`config.mk`:
```
export PLATFORM = sky130hd
export DESIGN_NAME = frcw_top
export DESIGN_NICKNAME = d
export VERILOG_FILES = /design/src/logic/frcw_pkg.sv /design/src/logic/frcw_sync.sv /design/src/logic/frcw_status.sv /design/src/logic/frcw_top.sv
export VERILOG_INCLUDE_DIRS = /design/src /design/src/logic
export SDC_FILE = /design/constraint.sdc
export NUM_CORES = 1
export LEC_CHECK = 0
export BUFFER_PORTS_ARGS = -buffer_cell sky130_fd_sc_hd__buf_2
export CORE_MARGIN = 1.5
export CORE_UTILIZATION = 47
export DETAILED_ROUTE_END_ITERATION = 12
export PLACE_DENSITY = 0.82
export SYNTH_ARGS = -nofsm -noshare
export SYNTH_HDL_FRONTEND = slang
export SYNTH_SLANG_ARGS = --single-unit
```
`constraint.sdc`:
```
create_clock -name ref_clk_i -period 1.99 [get_ports ref_clk_i]
set_input_delay 0.199 -clock ref_clk_i [delete_from_list [all_inputs] [get_ports ref_clk_i]]
set_output_delay 0.199 -clock ref_clk_i [all_outputs]
set_load 0.1 [all_outputs]
```
`src/logic/frcw_defs.svh`:
```
/*
  Offsets, field positions, reset values and command codes of the read
  configuration and WAIT block. Included by the package; the modules rely on that include.
*/
`ifndef FRCW_DEFS_SVH
`define FRCW_DEFS_SVH

`define FRCW_RCR_OFFSET 16'h0005
`define FRCW_RCR_RESET 16'hbfcf
`define FRCW_RCR_WMASK 16'hbfcf
`define FRCW_SR_RESET 8'h80
`define FRCW_SR_STICKY_MASK 8'h3a
`define FRCW_SR_LIVE_MASK 8'hc4
`define FRCW_SR_SEQ_ERR 8'h30
`define FRCW_CMD_RCR_SETUP 8'h60
`define FRCW_CMD_RCR_CONFIRM 8'h03
`define FRCW_CMD_CLR_STATUS 8'h50
`define FRCW_CMD_READ_ID 8'h90
`define FRCW_CMD_READ_ARRAY 8'hff
`define FRCW_CMD_READ_STATUS 8'h70
`define FRCW_BIT_MODE 15
`define FRCW_BIT_LAT_HI 13
`define FRCW_BIT_LAT_LO 11
`define FRCW_BIT_WPOL 10
`define FRCW_BIT_HOLD 9
`define FRCW_BIT_EARLY 8
`define FRCW_BIT_ORDER 7
`define FRCW_BIT_EDGE 6
`define FRCW_BIT_NOWRAP 3
`define FRCW_BIT_BL_HI 2
`define FRCW_BIT_BL_LO 0
`define FRCW_LAT_MIN 3'h2
`define FRCW_LAT_MAX 3'h6
`define FRCW_WORDS_PER_LINE 16

`endif

```
`src/logic/frcw_pkg.sv`:
```
/*
  Types of the read configuration and WAIT block.
  Assumes frcw_defs.svh is on the include path.
*/
`include "frcw_defs.svh"

package frcw_pkg;
  typedef struct packed {
    logic async_read_sel;
    logic [2:0] first_access_latency;
    logic wait_active_high;
    logic two_clock_hold;
    logic wait_early_release;
    logic linear_order_sel;
    logic rising_edge_sel;
    logic no_wrap_sel;
    logic [2:0] burst_length;
  } frcw_cfg_s;

  typedef struct packed {
    logic ce_n;
    logic oe_n;
    logic we_n;
    logic addr_valid_n;
    logic clk;
  } frcw_pins_s;

  typedef enum logic [1:0] {FRCW_RD_ARRAY, FRCW_RD_STATUS, FRCW_RD_ID} frcw_rdmode_e;

  typedef enum logic [1:0] {FRCW_B_IDLE, FRCW_B_LAT, FRCW_B_DATA} frcw_burst_e;
endpackage

```
`src/logic/frcw_sync.sv`:
```
/*
  Three-flop synchroniser for pin inputs; a change counts once the second
  and third stages agree. Assumes the pins are asynchronous to ref_clk_i.
*/
`timescale 1ns/1ps
`default_nettype none

module frcw_sync #(
  parameter int WIDTH = 5,
  parameter logic [WIDTH-1:0] INIT = '0
) (
  input wire logic ref_clk_i,
  input wire logic arst_n_i,
  input wire logic [WIDTH-1:0] d_i,
  output logic [WIDTH-1:0] q_o
);
  logic [WIDTH-1:0] s1_q;
  logic [WIDTH-1:0] s2_q;
  logic [WIDTH-1:0] s3_q;
  logic [WIDTH-1:0] out_q;

  always_ff @(posedge ref_clk_i or negedge arst_n_i)
  begin
    if (!arst_n_i)
    begin
      s1_q <= INIT;
      s2_q <= INIT;
      s3_q <= INIT;
      out_q <= INIT;
    end
    else
    begin
      s1_q <= d_i;
      s2_q <= s1_q;
      s3_q <= s2_q;
      for (int i = 0; i < WIDTH; i++)
      begin
        if (s2_q[i] == s3_q[i])
        begin
          out_q[i] <= s3_q[i];
        end
      end
    end
  end

  assign q_o = out_q;
endmodule

`default_nettype wire

```
`src/logic/frcw_status.sv`:
```
/*
  Status register with set/clear policy: live bits follow the write state
  machine, error bits are sticky until the clear command or reset.
  Assumes event inputs are on ref_clk_i.
*/
`timescale 1ns/1ps
`default_nettype none

module frcw_status
  import frcw_pkg::*;
(
  input wire logic ref_clk_i,
  input wire logic arst_n_i,
  input wire logic dev_reset_i,
  input wire logic clear_i,
  input wire logic [7:0] wsm_live_i,
  input wire logic [7:0] wsm_set_i,
  output logic [7:0] status_o
);
  logic [7:0] status_q;
  logic [7:0] sticky_d;
  logic [7:0] held;

  // Set beats clear so an error in the clearing cycle is kept
  assign held = clear_i ? 8'h00 : (status_q & `FRCW_SR_STICKY_MASK);
  assign sticky_d = (held | wsm_set_i) & `FRCW_SR_STICKY_MASK;

  always_ff @(posedge ref_clk_i or negedge arst_n_i)
  begin
    if (!arst_n_i)
    begin
      status_q <= `FRCW_SR_RESET;
    end
    else if (dev_reset_i)
    begin
      status_q <= `FRCW_SR_RESET;
    end
    else
    begin
      status_q <= (wsm_live_i & `FRCW_SR_LIVE_MASK) | sticky_d;
    end
  end

  assign status_o = status_q;
endmodule

`default_nettype wire

```
`src/logic/frcw_top.sv`:
```
/*
  Read configuration register, command handling for it and for status
  clear, and the WAIT pin sequencer for synchronous bursts.
  Assumes a host that drives the bus pins, writes commands on DQ[7:0]
  at the we_n rising edge, and samples data and WAIT.
*/
`timescale 1ns/1ps
`default_nettype none

module frcw_top
  import frcw_pkg::*;
(
  input wire logic ref_clk_i,
  input wire logic arst_n_i,
  input wire logic dev_rst_n_i,
  input wire logic ce_n_i,
  input wire logic oe_n_i,
  input wire logic we_n_i,
  input wire logic addr_valid_n_i,
  input wire logic link_clk_i,
  input wire logic [15:0] addr_i,
  input wire logic [15:0] dq_i,
  input wire logic [15:0] array_data_i,
  input wire logic [7:0] wsm_live_i,
  input wire logic [7:0] wsm_set_i,
  output logic [15:0] array_addr_o,
  output logic [15:0] dq_o,
  output logic dq_oe_o,
  output logic wait_o,
  output logic wait_oe_o,
  output logic [15:0] read_config_reg_o,
  output logic [7:0] status_reg_o
);
  localparam frcw_pins_s PIN_INIT = '{ce_n: 1'b1, oe_n: 1'b1, we_n: 1'b1,
                                      addr_valid_n: 1'b1, clk: 1'b0};

  frcw_pins_s pins_raw;
  frcw_pins_s pins;
  frcw_pins_s pins_q;
  logic dev_rst_n_s;
  logic [15:0] rcr_q;
  logic [15:0] rcr_d;
  logic setup_q;
  frcw_rdmode_e rdmode_q;
  frcw_burst_e bstate_q;
  logic [2:0] lat_cnt_q;
  logic hold_cnt_q;
  logic [15:0] baddr_q;
  logic [15:0] dout_q;
  logic dout_en_q;
  logic wait_asserted_q;
  logic [7:0] cmd;
  logic we_rise;
  logic active_edge;
  logic adv_rise;
  logic bus_active;
  logic clr_status;
  logic [15:0] read_word;
  logic [15:0] next_addr;
  logic last_hold;
  logic seq_err;
  logic [7:0] status_sets;
  frcw_cfg_s cfg;

  function automatic logic [15:0] frcw_burst_next(input logic [15:0] a,
                                                  input logic [2:0] bl,
                                                  input logic nowrap);
    logic [15:0] inc;
    logic [15:0] mask;
    inc = a + 16'h0001;
    case (bl)
      3'h1: mask = 16'h0003;
      3'h2: mask = 16'h0007;
      3'h3: mask = 16'h000f;
      default: mask = 16'h0000;
    endcase
    if (nowrap || mask == 16'h0000)
    begin
      frcw_burst_next = inc;
    end
    else
    begin
      frcw_burst_next = (a & ~mask) | (inc & mask);
    end
  endfunction

  assign pins_raw = '{ce_n: ce_n_i, oe_n: oe_n_i, we_n: we_n_i,
                      addr_valid_n: addr_valid_n_i, clk: link_clk_i};

  frcw_sync #(.WIDTH(5), .INIT(PIN_INIT)) u_pin_sync (
    .ref_clk_i(ref_clk_i),
    .arst_n_i(arst_n_i),
    .d_i(pins_raw),
    .q_o(pins)
  );

  frcw_sync #(.WIDTH(1), .INIT(1'b0)) u_rst_sync (
    .ref_clk_i(ref_clk_i),
    .arst_n_i(arst_n_i),
    .d_i(dev_rst_n_i),
    .q_o(dev_rst_n_s)
  );

  assign cfg = '{async_read_sel: rcr_q[`FRCW_BIT_MODE],
                 first_access_latency: rcr_q[`FRCW_BIT_LAT_HI:`FRCW_BIT_LAT_LO],
                 wait_active_high: rcr_q[`FRCW_BIT_WPOL],
                 two_clock_hold: rcr_q[`FRCW_BIT_HOLD],
                 wait_early_release: rcr_q[`FRCW_BIT_EARLY],
                 linear_order_sel: rcr_q[`FRCW_BIT_ORDER],
                 rising_edge_sel: rcr_q[`FRCW_BIT_EDGE],
                 no_wrap_sel: rcr_q[`FRCW_BIT_NOWRAP],
                 burst_length: rcr_q[`FRCW_BIT_BL_HI:`FRCW_BIT_BL_LO]};

  // Commands are latched on the we_n rising edge while the chip is selected
  assign cmd = dq_i[7:0];
  assign we_rise = pins.we_n & ~pins_q.we_n & ~pins.ce_n;
  assign adv_rise = pins.addr_valid_n & ~pins_q.addr_valid_n & ~pins.ce_n;
  assign active_edge = cfg.rising_edge_sel ? (pins.clk & ~pins_q.clk)
                                           : (~pins.clk & pins_q.clk);
  assign bus_active = ~pins.ce_n & ~pins.oe_n & dev_rst_n_s;
  assign clr_status = we_rise & (cmd == `FRCW_CMD_CLR_STATUS);
  assign seq_err = we_rise & setup_q & (cmd != `FRCW_CMD_RCR_CONFIRM);
  assign status_sets = wsm_set_i | (seq_err ? `FRCW_SR_SEQ_ERR : 8'h00);
  // Reserved bits are forced to zero rather than stored as written
  assign rcr_d = addr_i & `FRCW_RCR_WMASK;

  frcw_status u_status (
    .ref_clk_i(ref_clk_i),
    .arst_n_i(arst_n_i),
    .dev_reset_i(~dev_rst_n_s),
    .clear_i(clr_status),
    .wsm_live_i(wsm_live_i),
    .wsm_set_i(status_sets),
    .status_o(status_reg_o)
  );

  always_ff @(posedge ref_clk_i or negedge arst_n_i)
  begin
    if (!arst_n_i)
    begin
      pins_q <= PIN_INIT;
    end
    else
    begin
      pins_q <= pins;
    end
  end

  always_ff @(posedge ref_clk_i or negedge arst_n_i)
  begin
    if (!arst_n_i)
    begin
      rcr_q <= `FRCW_RCR_RESET;
      setup_q <= 1'b0;
      rdmode_q <= FRCW_RD_ARRAY;
    end
    else if (!dev_rst_n_s)
    begin
      rcr_q <= `FRCW_RCR_RESET;
      setup_q <= 1'b0;
      rdmode_q <= FRCW_RD_ARRAY;
    end
    else if (we_rise)
    begin
      setup_q <= (cmd == `FRCW_CMD_RCR_SETUP) && !setup_q;
      if (setup_q && cmd == `FRCW_CMD_RCR_CONFIRM)
      begin
        rcr_q <= rcr_d;
        rdmode_q <= FRCW_RD_ARRAY;
      end
      else if (!setup_q && cmd == `FRCW_CMD_READ_ID)
      begin
        rdmode_q <= FRCW_RD_ID;
      end
      else if (!setup_q && cmd == `FRCW_CMD_READ_STATUS)
      begin
        rdmode_q <= FRCW_RD_STATUS;
      end
      else if (!setup_q && cmd == `FRCW_CMD_READ_ARRAY)
      begin
        rdmode_q <= FRCW_RD_ARRAY;
      end
    end
  end

  // Only the configuration word at offset 0005 is decoded in identifier space; other addresses read zero
  assign read_word = (rdmode_q == FRCW_RD_STATUS) ? {8'h00, status_reg_o}
                   : (rdmode_q == FRCW_RD_ID && baddr_q == `FRCW_RCR_OFFSET) ? rcr_q
                   : (rdmode_q == FRCW_RD_ID) ? 16'h0000
                   : array_data_i;
  assign next_addr = frcw_burst_next(baddr_q, cfg.burst_length, cfg.no_wrap_sel);
  assign last_hold = ~cfg.two_clock_hold | hold_cnt_q;

  // Burst sequencer; address latch on the addr_valid_n rising edge, latency and data steps on the selected link clock edge
  always_ff @(posedge ref_clk_i or negedge arst_n_i)
  begin
    if (!arst_n_i)
    begin
      bstate_q <= FRCW_B_IDLE;
      lat_cnt_q <= 3'h0;
      hold_cnt_q <= 1'b0;
      baddr_q <= 16'h0000;
      dout_q <= 16'h0000;
      dout_en_q <= 1'b0;
      wait_asserted_q <= 1'b0;
    end
    else if (!bus_active && pins.ce_n)
    begin
      bstate_q <= FRCW_B_IDLE;
      dout_en_q <= 1'b0;
      wait_asserted_q <= 1'b0;
      if (adv_rise)
      begin
        baddr_q <= addr_i;
      end
    end
    else if (cfg.async_read_sel)
    begin
      bstate_q <= FRCW_B_IDLE;
      wait_asserted_q <= 1'b0;
      dout_en_q <= ~pins.oe_n;
      dout_q <= read_word;
      if (!pins.addr_valid_n || adv_rise)
      begin
        baddr_q <= addr_i;
      end
    end
    else if (adv_rise)
    begin
      // A new address restarts the burst and the latency count
      baddr_q <= addr_i;
      bstate_q <= FRCW_B_LAT;
      lat_cnt_q <= cfg.first_access_latency;
      hold_cnt_q <= 1'b0;
      dout_en_q <= 1'b0;
      wait_asserted_q <= 1'b1;
    end
    else if (active_edge && bus_active)
    begin
      case (bstate_q)
        FRCW_B_LAT:
        begin
          lat_cnt_q <= lat_cnt_q - 3'h1;
          // Early release drops WAIT one data cycle before the word
          if (cfg.wait_early_release && lat_cnt_q == 3'h2)
          begin
            wait_asserted_q <= 1'b0;
          end
          if (lat_cnt_q <= 3'h1)
          begin
            bstate_q <= FRCW_B_DATA;
            // Step ahead so the array already shows the next word
            baddr_q <= next_addr;
            dout_q <= read_word;
            dout_en_q <= 1'b1;
            wait_asserted_q <= 1'b0;
          end
        end
        FRCW_B_DATA:
        begin
          hold_cnt_q <= cfg.two_clock_hold & ~hold_cnt_q;
          if (last_hold)
          begin
            baddr_q <= next_addr;
            dout_q <= (rdmode_q == FRCW_RD_ARRAY) ? array_data_i : dout_q;
          end
        end
        default:
        begin
          bstate_q <= FRCW_B_IDLE;
        end
      endcase
    end
  end

  assign array_addr_o = baddr_q;
  assign dq_o = dout_q;
  assign dq_oe_o = dout_en_q & ~pins.oe_n & ~pins.ce_n;
  assign wait_o = wait_asserted_q & ~cfg.async_read_sel ? cfg.wait_active_high
                                                        : ~cfg.wait_active_high;
  assign wait_oe_o = ~pins.ce_n & ~pins.oe_n & dev_rst_n_s;
  assign read_config_reg_o = rcr_q;
endmodule

`default_nettype wire

```
==> impl_summary.md <==
Global routing
The aggregate global-route resource usage is 26.3%. The first global-routing pass estimated 20.9 mm of wire. The aggregate global routing overflow is 0. The number of antenna violations at the first check in global routing was 0. Global routing consumed, on the met3 layer, 4.35% of the routing resources. The maximum number of pins on one net before global-route repair is 41. The met1 layer usage reported by global route is 36.9%. met2 is the most crowded layer. The number of global-route vias before repair is 4109. The met2 track demand over resource is 40.4%.

Place
The placed wire-length estimate after detailed placement is 9.65 mm. The total of buffers placed on input and output ports is 109. Routability-driven placement finished with a final weighted congestion of 0.922.

Timing
Of the available clock period, the critical path in the final layout requires 99.3%. The final-report max-slew violation count is 0. The final-layout setup total negative slack is 0 ps.

The worst relative slew slack is 60.4%. Timing would allow up to 506 MHz. The transition time at the pin with the least slew margin is 592 ps.

The minimum period implied by the final worst setup slack is 1980 ps. The total of endpoints with negative setup slack in the final report is 0. The final worst hold slack is 17.9 ps.

The final count of hold timing violations is 0. Clock skew on the completed layout was measured at 12.7 ps.

Worst setup path
The category of the worst setup path capture point is a flop. The flop-to-flop setup slack is 10 ps. The worst path required time is 2260 ps. The largest single stage delay on the critical path is 650 ps. Traced cell by cell, the critical path runs through nor2_2 -> a2111oi_4 -> buf_4 -> nand2_2 -> a211o_1 -> a22o_1.

The data arrival time at the worst-slack endpoint is 2240 ps. STA classifies the critical path startpoint as a flop. For this design, the slowest cell found on the critical path is sky130_fd_sc_hd__dfstp_4.

The maximum fanout along the worst path is 5. The kind of critical path is flop to flop.

Synth
The synthesized design contains 0 enable-type register cells. Summing every instance area after synthesis gives 0.00457 mm^2. After synthesis, the netlist uses 70 different library cells. The share of flip-flops with an asynchronous set or reset is 100%. Synthesis inferred 90 register bits. In this run the mean area of a mapped cell was 9.96 um^2.

The total of warnings raised by yosys is 0. The top flip-flop cell by instance count after synthesis is sky130_fd_sc_hd__dfrtp_1. The share of the Yosys chip area taken by registers is 50.1%. The number of cells produced by synthesis is 459.

Clock tree
Clock tree synthesis inserted a total of 9 buffers. The H-tree was split into 3 levels. The maximum number of buffers from clock root to sink is 2. The clock-pin slew on the worst setup and hold paths is 110 ps. The TritonCTS sink count is 90.

The clock root buffer is sky130_fd_sc_hd__clkbuf_8. The CTS tree is done. The source-to-sink clock delay at the later pin of the worst-skew pair is 370 ps.

Floorplan
Row generation in the floorplan step produced 35 rows. The number of top-level pins is 131. The floorplan step set the die height to 102 um. The x dimension of the die is 102 um. The full die area is 0.0103 mm^2.

The core region is 0.00933 mm^2. For this configuration, the core starts out at a cell density of 49.0%.

Route
Dividing the detail-routed wire length by the instance count gives 17.7 um. The via count normalized by instance count is 5.82. The DRC violation total after the first TritonRoute iteration is 279.

The count of nets left with antenna violations once routing finished came out at 0. The routed layout has 4323 vias. For this run, design rule violations remaining after detail routing come to 0.

The first TritonRoute pass finished after 5 iterations. Wires add up to 13.1 mm.

Power and ir drop
The leakage power is 2.62 nW. For this design the ratio of total power to cell area is 1240 mW/mm^2. The maximum ir drop on the vdd rail is 0.732 mV.

Final layout
The most frequent standard cell in the layout excluding fill and tap cells is sky130_fd_sc_hd__buf_2. In the layout the commonest cells are 106 x sky130_fd_sc_hd__buf_2, 48 x sky130_fd_sc_hd__dfrtp_1, 44 x sky130_fd_sc_hd__nor2_1, 43 x sky130_fd_sc_hd__buf_4, 37 x sky130_fd_sc_hd__nand2_1. Compared with the post-synthesis result, the final layout area differs by 29.7%. Cells with a size suffix above 1 make up 38.6% of the layout.

The repair_antennas step left the layout with diodes totalling 0. After the last flow step, the layout net total stands at 688.

Outcome
The run finished with clean final reports.

Min path
The class of the worst hold path is input port to flop.

Run
The number of max-cap violations is 0.
metal layers:
layer,vias to the layer above,wire length (um)
li1,1993,-
met1,2084,5610
met2,211,6030
met3,35,1060
met4,0,423
met5,-,0
path summary, 6_finish.rpt:
kind,start,end,cells after the start
max,read_config_reg_o[3]$_DFFE_PN1P_,array_addr_o[11]$_DFFE_PN0P_,6
min,wsm_live_i[7],u_status.status_o[7]$_DFF_PN1_,2
max reg2reg,read_config_reg_o[3]$_DFFE_PN1P_,array_addr_o[11]$_DFFE_PN0P_,6
min reg2reg,u_pin_sync.s1_q[3]$_DFF_PN1_,u_pin_sync.s2_q[3]$_DFF_PN1_,0
max in group asynchronous,arst_n_i,read_config_reg_o[7]$_DFFE_PN1P_,3
min in group asynchronous,arst_n_i,dq_o[14]$_DFFE_PN0P_,2
worst max-delay path: cells and delay by family, from the launching register on:
kind | cells | cell delay, ps
AO/OA/AOI/OAI | 3 | 880
buffers and inverters | 1 | 210
flip-flops | 1 | 650
AND/OR/NAND/NOR | 2 | 150
cell families after synthesis:
kind of cell / Yosys count / share of synthesized area (%)
buffers and inverters: 51 / 5.14
other: 1 / 0.0820
AOI/OAI and AO/OA: 140 / 22.4
and+or+nand+nor: 157 / 17.5
DFF: 90 / 50.1
xor gates and xnor gates: 3 / 0.575
adders and majority gates: 13 / 3.23
muxes: 4 / 0.930
where the power goes:
part           switching [mW]  total (mW)  leakage, nW  internal (mW)
logic                    2.75        3.51         1.48          0.764
clock network           0.771        1.27        0.103          0.502
registers               0.370        2.58         1.04           2.21
total                    3.89        7.37         2.62           3.48
what timing repair did:
item / in CTS / in global routing
buffers inserted: 0 / 6
hold endpoints to repair: 32 / 0
endpoints found under the setup margin: 1 / 34
resized for setup: 1 / 8
hold buffers: 7 / 0
cloned: 0 / 0
pin swaps: 0 / 3
layout make-up:
type                            instances  area [um^2]
Timing Repair Buffer                  161         1020
Fill cell                             790         3400
Clock inverter                          7         81.3
Clock buffer                            9          124
Inverter                               26         97.6
Sequential cell                        90         2310
Tap cell                              129          161
Multi-Input combinational cell        321         2130
synthesized netlist by cell type (3+ instances only):
cell type	number	area share [%]
sky130_fd_sc_hd__a2bb2oi_1	3	0.57
sky130_fd_sc_hd__maj3_1	6	1.3
sky130_fd_sc_hd__o211ai_1	3	0.49
sky130_fd_sc_hd__dfstp_2	32	18
sky130_fd_sc_hd__nor3_1	5	0.55
sky130_fd_sc_hd__o32ai_1	3	0.57
sky130_fd_sc_hd__o31ai_1	14	2.3
sky130_fd_sc_hd__a41oi_1	5	0.96
sky130_fd_sc_hd__buf_4	8	1.3
sky130_fd_sc_hd__buf_2	5	0.55
sky130_fd_sc_hd__nand2b_1	5	0.68
sky130_fd_sc_hd__nor2b_1	10	1.4
sky130_fd_sc_hd__a22o_1	3	0.57
sky130_fd_sc_hd__nor2_1	46	3.8
sky130_fd_sc_hd__nor3b_1	4	0.66
sky130_fd_sc_hd__ha_1	7	1.9
sky130_fd_sc_hd__a211oi_1	8	1.3
sky130_fd_sc_hd__a31oi_1	17	2.3
sky130_fd_sc_hd__a22oi_1	7	1.1
sky130_fd_sc_hd__nand2_1	37	3.0
sky130_fd_sc_hd__nand3_1	14	1.5
sky130_fd_sc_hd__a21oi_1	22	2.4
sky130_fd_sc_hd__nand4_1	9	1.2
sky130_fd_sc_hd__clkbuf_1	11	0.90
sky130_fd_sc_hd__inv_1	26	2.1
sky130_fd_sc_hd__o21ai_0	26	2.8
sky130_fd_sc_hd__dfrtp_1	58	32
sky130_fd_sc_hd__a222oi_1	5	1.1
sky130_fd_sc_hd__a211o_1	3	0.57
sky130_fd_sc_hd__nor4_1	6	0.82
metrics by stage:
stage	instance area [um^2]	instances	utilization (%)	power, mW	worst slack, ps
after global routing	5930	743	63.6	7.69	-55.7
after floorplan	4640	462	-	5.24	-457
after global placement	5570	714	59.7	6.01	50.2
after CTS	5840	737	62.6	7.34	7.99
after detailed placement	5570	714	59.7	6.06	32.6
final	5930	743	63.6	7.37	14.0
flip-flops by register name (all words and copies together), names as in the netlist, 3 cells and up, named ones only:
signal,count
dq_o,16
array_addr_o,13
read_config_reg_o,13
u_status.status_o,7
u_pin_sync.q_o,5
u_pin_sync.s1_q,5
u_pin_sync.s2_q,5
u_pin_sync.s3_q,5
lat_cnt_q,3
pins_q,3
No activity file was read; power rests on OpenSTA's default activity.
